File: config.mk
export PLATFORM = sky130hd
export DESIGN_NAME = interrupt_option_and_low_power_wake
export DESIGN_NICKNAME = d
export VERILOG_FILES = /design/src/irq_wake_pkg.sv /design/src/interrupt_option_and_low_power_wake.sv
export SDC_FILE = /design/constraint.sdc
export NUM_CORES = 1
export LEC_CHECK = 0
export BUFFER_PORTS_ARGS = -buffer_cell sky130_fd_sc_hd__buf_2
export CAP_MARGIN = 15
export CORE_ASPECT_RATIO = 0.75
export CORE_MARGIN = 3
export CORE_UTILIZATION = 45
export DETAILED_ROUTE_END_ITERATION = 7
export HOLD_SLACK_MARGIN = 0.08
export MAX_ROUTING_LAYER = met4
export PLACE_DENSITY = 0.76
export SETUP_SLACK_MARGIN = 0.3
export SLEW_MARGIN = 20
export SYNTH_ARGS = -nofsm -noshare
export SYNTH_HDL_FRONTEND = slang
export SYNTH_SLANG_ARGS = --single-unit
File: constraint.sdc
create_clock -name hclk -period 5.3 [get_ports hclk]
set_input_delay 0.795 -clock hclk [delete_from_list [all_inputs] [get_ports hclk]]
set_output_delay 0.795 -clock hclk [all_outputs]
set_load 0.01 [all_outputs]
File: src/irq_wake_pkg.sv
// Constants and types for the interrupt option and low-power wake block
package irq_wake_pkg;

	// ------------------------------------------------------------
	// Register byte addresses
	// ------------------------------------------------------------
	localparam logic [31:0] ADDR_INTERRUPT_OPTION = 32'h0000_00c8;
	localparam logic [31:0] ADDR_SOURCE_ENABLE = 32'h0000_00e0;
	localparam logic [31:0] ADDR_STATUS = 32'h0000_00e4;

	// ------------------------------------------------------------
	// Reset values
	// ------------------------------------------------------------
	localparam logic [7:0] INTERRUPT_OPTION_RESET = 8'h00;
	localparam logic [4:0] SOURCE_ENABLE_RESET = 5'h00;

	// ------------------------------------------------------------
	// Field positions
	// ------------------------------------------------------------
	localparam int LEVEL_EDGE_SELECT_BIT = 6;
	localparam int EDGE_POLARITY_SELECT_BIT = 5;
	localparam int GLOBAL_IRQ_ENABLE_BIT = 4;
	localparam int TIMER_IRQ_ENABLE_BIT = 0;
	localparam int ADC_IRQ_ENABLE_BIT = 1;
	localparam int OSC_IRQ_ENABLE_BIT = 2;
	localparam int SUPERVISOR_IRQ_ENABLE_BIT = 3;
	localparam int OSC_SELECT_BIT = 4;
	localparam int STATUS_REQUEST_LSB = 0;
	localparam int STATUS_MODE_LSB = 8;
	localparam int STATUS_POWER_LSB = 12;

	// ------------------------------------------------------------
	// Timing
	// ------------------------------------------------------------
	localparam int CLK_PERIOD_NS = 50;
	localparam int STAB_TIME_NS = 102400;
	localparam logic [15:0] STAB_CYCLES = 16'((STAB_TIME_NS + CLK_PERIOD_NS - 1) / CLK_PERIOD_NS);

	// ------------------------------------------------------------
	// Vectors, modes and power states
	// ------------------------------------------------------------
	localparam logic [2:0] VECTOR_NMI = 3'h0;
	localparam logic [2:0] VECTOR_NONE = 3'h7;

	typedef enum logic [1:0] {
		MODE_NORMAL,
		MODE_IRQ,
		MODE_NMI
	} core_mode_t;

	typedef enum logic [1:0] {
		PWR_RUN,
		PWR_WAIT,
		PWR_STOP,
		PWR_STABILISE
	} power_state_t;

endpackage

File: src/interrupt_option_and_low_power_wake.sv
// Interrupt option register, source arbitration and WAIT/STOP wake control
`timescale 1ns/1ps
// Behaviour
// - Option register at 0C8h is write-only; reads return zero.
// - Option register clears to 00h on reset.
// - Bit 7 and bits 3-0 of the option register are ignored.
// - Level_edge_select high makes source 1 level sensitive, low edge sensitive.
// - Edge_polarity_select chooses the edge polarity of source 2.
// - Polarity set means rising, cleared falling; source 1 edge mode is falling.
// - Global_irq_enable gates all maskable sources; non-maskable stays serviceable.
// - With global_irq_enable low nothing wakes the core from WAIT or STOP.
// - Timer and oscillator events request source 3; converter requests source 4.
// - Serial end requests source 1, port pins source 2, supervisor source 0.
// - Non-maskable pre-empts all; maskable never nest; fixed order 1 to 4.
// - Edge latches keep one edge until routine start; level sources unstored.
// - Return from interrupt restores the previous flag set and pops the PC.
// - WAIT halts execution with oscillator and peripherals running.
// - Leaving WAIT by interrupt adds no stabilisation delay.
// - STOP halts the oscillator; only external interrupt or reset ends it.
// - Leaving STOP by interrupt waits the stabilisation delay first.
// - Reset during WAIT or STOP follows the normal reset path.
// - Low-power from main routine: waking interrupt is serviced, then execution continues.
// - Low-power inside non-maskable routine: any interrupt resumes it, nothing serviced.
// - Inside maskable routine, maskable wake resumes it; pending served after return.
// - Inside maskable routine, non-maskable wake is serviced first, then resume.
// - With watchdog active a STOP is performed as a WAIT.
// - WAIT and STOP are ignored while an enabled request is pending.
// - Interrupt entry and return never change the oscillator selection.
module interrupt_option_and_low_power_wake #(
	parameter int port_pins = 24,
	parameter logic [15:0] stab_cycles = irq_wake_pkg::STAB_CYCLES
) (
	input wire logic hclk,
	input wire logic hresetn,
	input wire logic hsel,
	input wire logic [31:0] haddr,
	input wire logic [1:0] htrans,
	input wire logic hwrite,
	input wire logic [2:0] hsize,
	input wire logic [31:0] hwdata,
	input wire logic hready,
	output logic hreadyout,
	output logic hresp,
	output logic [31:0] hrdata,
	input wire logic instr_done,
	input wire logic wait_cmd,
	input wire logic stop_cmd,
	input wire logic return_from_irq,
	input wire logic watchdog_active,
	input wire logic [1:0] timer_zero_flag,
	input wire logic osc_count_done_flag,
	input wire logic adc_eoc,
	input wire logic serial_eot_n,
	input wire logic [port_pins-1:0] port_pin,
	input wire logic [port_pins-1:0] port_irq_sel,
	input wire logic supply_supervisor,
	output logic irq_take,
	output logic [2:0] irq_vector,
	output logic pc_pop,
	output logic [1:0] flag_set,
	output logic core_halt,
	output logic osc_run,
	output logic osc_select,
	output logic resume,
	output logic supervisor_irq_flag
);

	// ------------------------------------------------------------
	// State
	// ------------------------------------------------------------
	typedef struct packed {
		logic level_edge_select;
		logic edge_polarity_select;
		logic gen;
		logic [4:0] src_en;
		logic wr_pend;
		logic [31:0] wr_addr;
		logic [31:0] rdata;
		logic line1_q;
		logic line2_q;
		logic sup_q;
		logic lat0;
		logic lat1;
		logic lat2;
		irq_wake_pkg::core_mode_t mode;
		irq_wake_pkg::core_mode_t nmi_prev;
		irq_wake_pkg::power_state_t pstate;
		logic [15:0] stab_cnt;
		logic take;
		logic [2:0] vector;
		logic pop;
		logic resume;
	} state_t;

	state_t s;
	state_t next_s;

	// Highest-priority maskable source, 1 first
	function automatic logic [2:0] pick_source(input logic [4:1] r);
		logic [2:0] v;
		v = irq_wake_pkg::VECTOR_NONE;
		if (r[1]) begin
			v = 3'h1;
		end else if (r[2]) begin
			v = 3'h2;
		end else if (r[3]) begin
			v = 3'h3;
		end else if (r[4]) begin
			v = 3'h4;
		end
		return v;
	endfunction

	// Register select from a byte address; shared by the write and read paths
	function automatic logic [1:0] reg_select(input logic [31:0] a);
		logic [1:0] sel;
		sel = 2'h0;
		if (a == irq_wake_pkg::ADDR_INTERRUPT_OPTION) begin
			sel = 2'h1;
		end else if (a == irq_wake_pkg::ADDR_SOURCE_ENABLE) begin
			sel = 2'h2;
		end else if (a == irq_wake_pkg::ADDR_STATUS) begin
			sel = 2'h3;
		end
		return sel;
	endfunction

	// Edge of the wanted polarity between last and present sample
	function automatic logic edge_seen(input logic prev, input logic now, input logic rising);
		logic hit;
		hit = rising ? (!prev && now) : (prev && !now);
		return hit;
	endfunction

	// ------------------------------------------------------------
	// Request lines
	// ------------------------------------------------------------
	logic line2;
	logic sup_ev;
	logic [4:0] req;
	logic [4:1] mreq;
	logic pending_any;
	logic ext_wake;
	logic can_sample;
	logic [2:0] best;

	// Any selected pin pulled low drives the shared line low
	assign line2 = &(port_pin | ~port_irq_sel);
	assign sup_ev = supply_supervisor & s.src_en[irq_wake_pkg::SUPERVISOR_IRQ_ENABLE_BIT];
	assign req[0] = s.lat0;
	assign req[1] = s.level_edge_select ? ~serial_eot_n : s.lat1;
	assign req[2] = s.lat2;
	assign req[3] = (s.src_en[irq_wake_pkg::TIMER_IRQ_ENABLE_BIT] & (|timer_zero_flag))
		| (s.src_en[irq_wake_pkg::OSC_IRQ_ENABLE_BIT] & osc_count_done_flag);
	assign req[4] = s.src_en[irq_wake_pkg::ADC_IRQ_ENABLE_BIT] & adc_eoc;
	assign mreq = req[4:1] & {4{s.gen}};
	assign pending_any = req[0] | (|mreq);
	// Oscillator is dead in STOP, so only the supervisor (source 0) and port pin (source 2) sources can end it
	assign ext_wake = req[0] | (s.gen & req[2]);
	assign can_sample = (s.pstate == irq_wake_pkg::PWR_RUN) & (instr_done | s.resume);
	assign best = pick_source(mreq);

	// ------------------------------------------------------------
	// Next state
	// ------------------------------------------------------------
	always_comb begin
		next_s = s;
		next_s.take = 1'b0;
		next_s.pop = 1'b0;
		next_s.resume = 1'b0;
		next_s.wr_pend = 1'b0;
		next_s.rdata = 32'h0000_0000;

		// Bus data phase: write lands here
		if (s.wr_pend) begin
			if (reg_select(s.wr_addr) == 2'h1) begin
				// Unused bits simply have no flop
				next_s.level_edge_select = hwdata[irq_wake_pkg::LEVEL_EDGE_SELECT_BIT];
				next_s.edge_polarity_select = hwdata[irq_wake_pkg::EDGE_POLARITY_SELECT_BIT];
				next_s.gen = hwdata[irq_wake_pkg::GLOBAL_IRQ_ENABLE_BIT];
			end else if (reg_select(s.wr_addr) == 2'h2) begin
				next_s.src_en = hwdata[4:0];
			end
		end

		// ------------------------------------------------------------
		// Bus address phase
		// ------------------------------------------------------------
		if (hsel && hready && htrans[1]) begin
			next_s.wr_pend = hwrite;
			next_s.wr_addr = haddr;
			if (!hwrite) begin
				if (reg_select(haddr) == 2'h1) begin
					next_s.rdata = 32'h0000_0000;
				end else if (reg_select(haddr) == 2'h2) begin
					next_s.rdata = {27'h000_0000, s.src_en};
				end else if (reg_select(haddr) == 2'h3) begin
					next_s.rdata = {18'h0_0000, s.pstate, 2'h0, s.mode, 3'h0, req};
				end
			end
		end

		next_s.line1_q = serial_eot_n;
		next_s.line2_q = line2;
		next_s.sup_q = sup_ev;

		// ------------------------------------------------------------
		// Arbitration at instruction boundaries and on wake
		// ------------------------------------------------------------
		if (can_sample && req[0] && s.mode != irq_wake_pkg::MODE_NMI) begin
			next_s.take = 1'b1;
			next_s.vector = irq_wake_pkg::VECTOR_NMI;
			next_s.nmi_prev = s.mode;
			next_s.mode = irq_wake_pkg::MODE_NMI;
			next_s.lat0 = 1'b0;
		end else if (can_sample && s.mode == irq_wake_pkg::MODE_NORMAL && (|mreq)) begin
			next_s.take = 1'b1;
			next_s.vector = best;
			next_s.mode = irq_wake_pkg::MODE_IRQ;
			if (best == 3'h1) begin
				next_s.lat1 = 1'b0;
			end
			if (best == 3'h2) begin
				next_s.lat2 = 1'b0;
			end
		end else if (return_from_irq && s.pstate == irq_wake_pkg::PWR_RUN && s.mode != irq_wake_pkg::MODE_NORMAL) begin
			next_s.pop = 1'b1;
			if (s.mode == irq_wake_pkg::MODE_NMI) begin
				next_s.mode = s.nmi_prev;
			end else begin
				next_s.mode = irq_wake_pkg::MODE_NORMAL;
			end
		end

		// ------------------------------------------------------------
		// Power sequencing
		// ------------------------------------------------------------
		case (s.pstate)
			irq_wake_pkg::PWR_RUN: begin
				if (!next_s.take && !pending_any) begin
					if (stop_cmd && !watchdog_active) begin
						next_s.pstate = irq_wake_pkg::PWR_STOP;
					end else if (wait_cmd || stop_cmd) begin
						next_s.pstate = irq_wake_pkg::PWR_WAIT;
					end
				end
			end
			irq_wake_pkg::PWR_WAIT: begin
				if (s.gen && pending_any) begin
					next_s.pstate = irq_wake_pkg::PWR_RUN;
					next_s.resume = 1'b1;
				end
			end
			irq_wake_pkg::PWR_STOP: begin
				if (s.gen && ext_wake) begin
					next_s.pstate = irq_wake_pkg::PWR_STABILISE;
					next_s.stab_cnt = stab_cycles - 16'h0001;
				end
			end
			default: begin
				if (s.stab_cnt == 16'h0000) begin
					next_s.pstate = irq_wake_pkg::PWR_RUN;
					next_s.resume = 1'b1;
				end else begin
					next_s.stab_cnt = s.stab_cnt - 16'h0001;
				end
			end
		endcase

		// ------------------------------------------------------------
		// Edge capture last, so a new edge beats a same-cycle clear
		// ------------------------------------------------------------
		if (!s.level_edge_select && edge_seen(s.line1_q, serial_eot_n, 1'b0)) begin
			next_s.lat1 = 1'b1;
		end
		if (edge_seen(s.line2_q, line2, s.edge_polarity_select)) begin
			next_s.lat2 = 1'b1;
		end
		if (edge_seen(s.sup_q, sup_ev, 1'b1)) begin
			next_s.lat0 = 1'b1;
		end
	end

	// ------------------------------------------------------------
	// Registers
	// ------------------------------------------------------------
	always_ff @(posedge hclk or negedge hresetn) begin
		if (!hresetn) begin
			// Reset wins from any power state
			s <= '0;
			s.level_edge_select <= irq_wake_pkg::INTERRUPT_OPTION_RESET[irq_wake_pkg::LEVEL_EDGE_SELECT_BIT];
			s.edge_polarity_select <= irq_wake_pkg::INTERRUPT_OPTION_RESET[irq_wake_pkg::EDGE_POLARITY_SELECT_BIT];
			s.gen <= irq_wake_pkg::INTERRUPT_OPTION_RESET[irq_wake_pkg::GLOBAL_IRQ_ENABLE_BIT];
			s.src_en <= irq_wake_pkg::SOURCE_ENABLE_RESET;
			s.line1_q <= 1'b1;
			s.line2_q <= 1'b1;
			s.mode <= irq_wake_pkg::MODE_NORMAL;
			s.nmi_prev <= irq_wake_pkg::MODE_NORMAL;
			s.pstate <= irq_wake_pkg::PWR_RUN;
			s.vector <= irq_wake_pkg::VECTOR_NONE;
		end else begin
			s <= next_s;
		end
	end

	// ------------------------------------------------------------
	// Outputs
	// ------------------------------------------------------------
	assign hreadyout = 1'b1;
	assign hresp = 1'b0;
	assign hrdata = s.rdata;
	assign irq_take = s.take;
	assign irq_vector = s.vector;
	assign pc_pop = s.pop;
	assign flag_set = s.mode;
	assign core_halt = (s.pstate != irq_wake_pkg::PWR_RUN);
	assign osc_run = (s.pstate != irq_wake_pkg::PWR_STOP);
	// Only software writes touch this bit
	assign osc_select = s.src_en[irq_wake_pkg::OSC_SELECT_BIT];
	assign resume = s.resume;
	assign supervisor_irq_flag = s.lat0;

endmodule

==> results of run 1 <==
## power by group through the flow
stage	sequential, mW	clock [mW]	combinational [mW]
after floorplan	0.817	0	0.355
final	0.830	0.591	0.472
after detailed placement	0.839	0	0.466
after CTS	0.828	0.598	0.472
after global placement	0.830	0	0.447
after global routing	0.845	0.626	0.521
## stage by stage
stage / total power, mW / area, sq um / util / worst slack (ns) / hold slack, ns
floorplan: 1.17 / 4440 / - / 3.03 / 0.399
global placement: 1.28 / 4890 / 0.530 / 2.28 / 0.406
detailed placement: 1.30 / 4890 / 0.530 / 2.24 / 0.415
CTS: 1.90 / 5180 / 0.561 / 2.51 / 0.427
global route: 1.99 / 5190 / 0.563 / 2.58 / 0.438
finish: 1.89 / 5190 / 0.563 / 2.75 / 0.424
## area by class of cell
class / count / area share
repair buffers: 125 / 0.122
clock inverters: 6 / 0.00891
clock buffers: 10 / 0.0460
well taps: 128 / 0.0308
flip-flops and latches: 84 / 0.406
multi-input cells: 266 / 0.360
inverters: 37 / 0.0267
## cells by family (layout without fill, tap and decap cells)
kind of cell    Yosys count  count (layout)  synth area share
other cells               2              25           0.00173
simple gates            133             133             0.173
buf+inv                  84             178             0.109
compound gates           46              46            0.0779
mux                      46              46             0.117
flops                    84              84             0.485
fa+ha+maj                 5               5            0.0144
xor+xnor                 11              11            0.0221
## routing by layer
metal | vias up | track usage | routed length (um)
li1 | 1589 | - | -
met2 | 124 | 0.295 | 4740
met5 | - | - | 0
met4 | 0 | 0.0439 | 97
met1 | 1622 | 0.253 | 4380
met3 | 11 | 0.0461 | 654
## placed cells by master (no fill, tap or decap), types with 2 or more instances in the layout
cell type / count
mux2_2: 39
mux2i_1: 7
nor2_1: 28
nand2_1: 25
nand4_1: 6
a21oi_1: 6
nor4_1: 22
xnor2_1: 10
dfstp_2: 5
and3_1: 4
nor4b_1: 3
dfrtp_1: 79
buf_2: 123
conb_1: 25
nand3_1: 6
nor3_1: 11
o22ai_1: 13
clkinvlp_4: 2
or3_2: 3
ha_1: 5
o21ai_0: 11
nor4_2: 4
clkbuf_16: 9
nand2b_1: 3
inv_1: 37
inv_6: 2
a22o_1: 3
nor2b_1: 3
and2_1: 4
## worst min path at each step
| stage | end | slack, ns | cells after the start |
|---|---|---|---|
| after CTS | supervisor_irq_flag$_DFFE_PN0P_ | 0.43 | 1 |
| after global routing | supervisor_irq_flag$_DFFE_PN0P_ | 0.44 | 1 |
| final | supervisor_irq_flag$_DFFE_PN0P_ | 0.42 | 1 |
| after detailed placement | supervisor_irq_flag$_DFFE_PN0P_ | 0.41 | 1 |
| after global placement | supervisor_irq_flag$_DFFE_PN0P_ | 0.41 | 1 |
| after floorplan | supervisor_irq_flag$_DFFE_PN0P_ | 0.40 | 1 |
## registers in the layout, summed over array words and instances, names as in the netlist
signal and flops:
irq_take 1, irq_vector 3, s 64, osc_select 1, req 1, hrdata 9
resume 1, supervisor_irq_flag 1, flag_set 2, pc_pop 1
==> out/qor.txt, run 1 <==
Status -> finished clean
Worst R2R Start -> s[95]$_DFFE_PN0P_
Crit path kind -> register to primary output
Num Clock Sinks -> 84
Via count -> 3346
Startpoint types -> register
Final WL -> 9870 um
Synth area leader -> dfrtp_1
DR iter-0 viols -> 205
Cell with the most instances after synthesis -> dfrtp_1
Net switching power figure -> 606 uW
Post-Syn Area per Cell -> 10.6 sq um
CP Data Required Time -> 4.51 ns
Delay-heaviest family, CP -> adder cells
Most frequent cell on the critical path -> inv_1
Largest net degree at the start of global routing -> 85
WL/cell -> 15.0 um
Initial antenna violation count -> 0
Post-Layout Cell Count -> 656
GRT Total Usage -> 0.189
IO Count -> 179
Max-cap violations -> 0
Core Footprint -> 0.00923 sq mm
Final period util -> 0.481
Global route overflow -> 0
R2r setup slk -> 2.81 ns
RSZ-0062 raised after global routing -> no
Final Net Count -> 661
Filler cells -> 821
Setup tns final -> 0 ns
GP Congestion -> 0.870
Worst Hold Class -> register to register
CTS Buf Count -> 9
Post-synth top cells -> 79 x dfrtp_1, 39 x buf_4, 39 x mux2_2
Dpl hpwl -> 7730 um
Die H -> 91.2 um
H-tree depth -> 3
Vias in the first global route -> 3384
Worst slew pin tran -> 0.941 ns
Cell Int Power -> 1.29 mW
Reg2reg end -> s[104]$_DFFE_PN0P_
Pre-antenna DRT Iters -> 4
EDFF count, synth -> 0
DRC -> 0
CTS Root Cell -> clkbuf_16
PD cells -> 364 mW/mm^2
Synthesized flop and latch total -> 84
Worst Setup EP -> osc_run
Multi-input logic area -> 0.00187 sq mm
Worst path arrival time -> 1.75 ns
Hold_buf cts -> 0
P_leak -> 2.52 nW
Post-Syn Area -> 0.00435 sq mm
Port buffer count -> 124
Clk_lat worst skew -> 0.34 ns
Clock power frac -> 0.312
Post-Synthesis Cells -> 411
Max FO, Critical Path -> 10
Register area -> 0.00211 sq mm
DP Cell Count -> 640
Final Setup Violations -> 0
First-pass GRT wire length -> 16100 um
Sw Share -> 0.320
Ys async rst share -> 1.00
Cts repair resizes -> 0
FMAX -> 392 MHz
Tmin final -> 2.55 ns
Synth-to-Final Area Change -> 19.4%
Worst setup startpoint -> s[22]$_DFFE_PN0P_
Ys flop type -> dfrtp_1
VDD IR max -> 0.171 mV
Yosys warning count -> 0
Layout cell share with drive strength beyond 1 -> 0.384
Final Hold Fails -> 0
Levels on crit path -> 4
Synth top area share -> 0.454
CP bufs+invs -> 3
Max Root-Sink Buffers -> 2
Die area -> 0.0109 sq mm
Slowest Stage Delay on Critical Path -> 0.52 ns
Combinational share of power -> 0.249
Reg power frac -> 0.438
Post-CTS setup repair buffer count -> 0
Slowest-stage cell, CP -> ha_1
Rel. slew slack -> 0.367
Ranking of synthesized cells by area -> dfrtp_1 45%, mux2_2 10%, buf_4 6.7%, nor4_1 3.5%, inv_1 3.2%
Worst-case reg-to-reg path depth -> 4
Row Count -> 30
Hold_sp -> s[31]$_DFF_PN0_
Clock-pin slew on the worst setup and hold paths -> 0.06 ns
Die Span X -> 120 um
TritonCTS clock tree -> yes
Clk_skew -> 0.00622 ns
Critical path, cell by cell -> inv_1, ha_1, inv_1, buf_2
Seq/Total Area, Yosys -> 0.485
Netlist cell types -> 55
Initial Utilization -> 0.471
Slew Limit Fails -> 0
Antenna cells -> 0
Drt via density -> 5.10
Setup crit end kind -> primary output
Detail Route Antenna Nets -> 0
(Power assumes the default switching activity.)
==> run 2, diff against run 1 <==
--- a/config.mk
+++ b/config.mk
@@ -9,11 +9,11 @@
 export CAP_MARGIN = 15
 export CORE_ASPECT_RATIO = 0.75
 export CORE_MARGIN = 3
-export CORE_UTILIZATION = 45
+export CORE_UTILIZATION = 44
 export DETAILED_ROUTE_END_ITERATION = 7
 export HOLD_SLACK_MARGIN = 0.08
 export MAX_ROUTING_LAYER = met4
-export PLACE_DENSITY = 0.76
+export PLACE_DENSITY = 0.78
 export SETUP_SLACK_MARGIN = 0.3
 export SLEW_MARGIN = 20
 export SYNTH_ARGS = -nofsm -noshare
==> constraint.sdc (replaced) <==
create_clock -name hclk -period 2.3 [get_ports hclk]
set_input_delay 0.345 -clock hclk [delete_from_list [all_inputs] [get_ports hclk]]
set_output_delay 0.345 -clock hclk [all_outputs]
set_load 0.01 [all_outputs]
==> out/qor.txt, run 2 (synthesis gave the netlist of run 1 again) <==
Worst slew pin tran -> 0.575 ns (-0.366 ns)
Clock-pin slew on the worst setup and hold paths -> 0.06 ns (about the same)
H-tree depth -> 3 (unchanged)
Num Clock Sinks -> 84 (unchanged)
Worst path arrival time -> 2.34 ns (+0.59 ns)
CTS Root Cell -> clkbuf_16
Worst-case reg-to-reg path depth -> 7 (+3)
GP Congestion -> 0.889 (+2.1%)
Pre-CTS setup slack -> 0.156 ns (-2.08 ns)
Max reg flops -> 64 (unchanged)
Core Footprint -> 0.00935 sq mm (+1.2%)
Crit path kind -> register to register
Hold WS -> 0.144 ns (-0.280 ns)
DR iter-0 viols -> 254 (+24%)
Final WS setup -> 0.191 ns (-2.56 ns)
R2r setup slk -> 0.19 ns (-2.62 ns)
Final Net Count -> 692 (+4.7%)
Register area -> 0.00211 sq mm (+0.12%)
Setup crit end kind -> register
Port buffer count -> 124 (unchanged)
RSZ-0062 raised after global routing -> yes
TritonCTS clock tree -> yes
FMAX -> 474 MHz
CTS Buf Count -> 9 (unchanged)
Detail Route Antenna Nets -> 0 (unchanged)
IO Count -> 179 (unchanged)
Post-Layout Cell Count -> 687 (+4.7%)
Tmin final -> 2.11 ns
Drt via density -> 5.19 (+1.7%)
Worst Setup EP -> s[20]$_DFFE_PN0P_
Rel. slew slack -> 0.617 (+0.250)
Final Setup Violations -> 0 (unchanged)
VDD IR max -> 0.379 mV (+120%)
Reg2reg end -> s[20]$_DFFE_PN0P_
GRT Total Usage -> 0.197 (+0.00814)
Worst setup startpoint -> s[14]$_DFFE_PN0P_
CP Data Required Time -> 2.53 ns (-1.98 ns)
Clk_lat worst skew -> 0.34 ns (about the same)
WL/cell -> 16.0 um (+6.6%)
Status -> finished clean
Die H -> 92.1 um (+1.1%)
First-pass GRT wire length -> 16700 um (+4.0%)
Startpoint types -> register
Pre-antenna DRT Iters -> 4 (unchanged)
Final Hold Fails -> 0 (unchanged)
PD cells -> 852 mW/mm^2 (+130%)
Most frequent cells in the layout -> 124 x buf_2, 77 x dfrtp_1, 39 x mux2_2, 36 x inv_1
Initial antenna violation count -> 0 (unchanged)
P_leak -> 2.68 nW (+6.6%)
Slew Limit Fails -> 0 (unchanged)
Die Span X -> 121 um (+1.1%)
Commonest non-fill, non-tap cell in the layout -> buf_2
Multi-input logic area -> 0.00197 sq mm (+5.6%)
Final period util -> 0.917
Synth-to-Final Area Change -> 27.6%
Largest register by flop count -> s
Setup tns final -> 0 ns (unchanged)
DP Cell Count -> 656 (+2.5%)
Final WL -> 11000 um (+12%)
Max-cap violations -> 0 (unchanged)
Initial Utilization -> 0.465 (-0.00568)
Overall Power -> 4.73 mW (+150%)
Filler cells -> 755 (-8.0%)
Max Root-Sink Buffers -> 2 (unchanged)
Antenna cells -> 0 (unchanged)
Via count -> 3563 (+6.5%)
Largest net degree at the start of global routing -> 47 (-45%)
Layout cell share with drive strength beyond 1 -> 0.447 (+0.0628)
Worst Hold Class -> primary input to register
WHS Path Cells -> 1 (unchanged)
Vias in the first global route -> 3506 (+3.6%)
Worst R2R Start -> s[14]$_DFFE_PN0P_
DRC -> 0 (unchanged)
Dpl hpwl -> 8190 um (+6.0%)
Max FO, Critical Path -> 5 (-5)
Clk_skew -> 0.00651 ns (+0.000282 ns)
Row Count -> 30 (unchanged)
Die area -> 0.0111 sq mm (+2.1%)
Global route overflow -> 0 (unchanged)
==> run 2: layer usage <==
layer | vias up | track usage | wire, um
li1 | 1662 | - | -
met1 | 1731 | 0.251 | 4750
met2 | 157 | 0.320 | 5420
met3 | 13 | 0.0450 | 727
met4 | 0 | 0.0538 | 123
met5 | - | - | 0
==> run 2: final cells by class <==
cell class	count	share of cell area
clock buffers	9	0.0406
clock inverters	7	0.0106
well taps	128	0.0288
inverters	37	0.0250
repair buffers	156	0.160
flip-flops and latches	84	0.380
multi-input cells	266	0.355
==> run 2: per-stage QoR <==
step	utilization	cell area, sq um
2_1_floorplan	-	4440
3_3_place_gp	0.538	5030
3_5_place_dp	0.538	5030
4_1_cts	0.575	5370
5_1_grt	0.594	5550
6_report	0.594	5550
==> run 2: where the power goes <==
group / internal [mW] / total, mW / switching (mW)
Sequential: 1.72 / 1.92 / 0.202
Clock: 0.744 / 1.37 / 0.622
Combinational: 0.699 / 1.44 / 0.743
Total: 3.16 / 4.73 / 1.57
==> run 2: how the worst min path moves through the flow <==
stage | start | end | slack [ns]
after CTS | serial_eot_n | s[33]$_DFF_PN1_ | 0.13
final | serial_eot_n | s[33]$_DFF_PN1_ | 0.14
after detailed placement | hresetn | irq_take$_DFF_PN0_ | 0.39
after floorplan | hresetn | flag_set[0]$_DFFE_PN0P_ | 0.05
after global routing | serial_eot_n | s[33]$_DFF_PN1_ | 0.14
after global placement | hresetn | s[29]$_DFFE_PN0P_ | 0.38
==> run 2: worst max-delay path: stages (launching register included) <==
cell,delay (ns)
dfrtp_1,0.39
or4_4,0.55
nand2b_4,0.21
o31ai_4,0.40
buf_4,0.19
nor4_2,0.05
xnor2_1,0.16
nor2_1,0.05
==> run 2: timing repair <==
action                                 in CTS  in global routing
pin swaps                                   6                  9
cloned                                      0                  1
setup buffers                               4                  9
gates resized for setup                     4                 24
setup endpoints to repair                  26                 29
endpoints found under the hold margin      39                  0
hold buffers                                1                  0
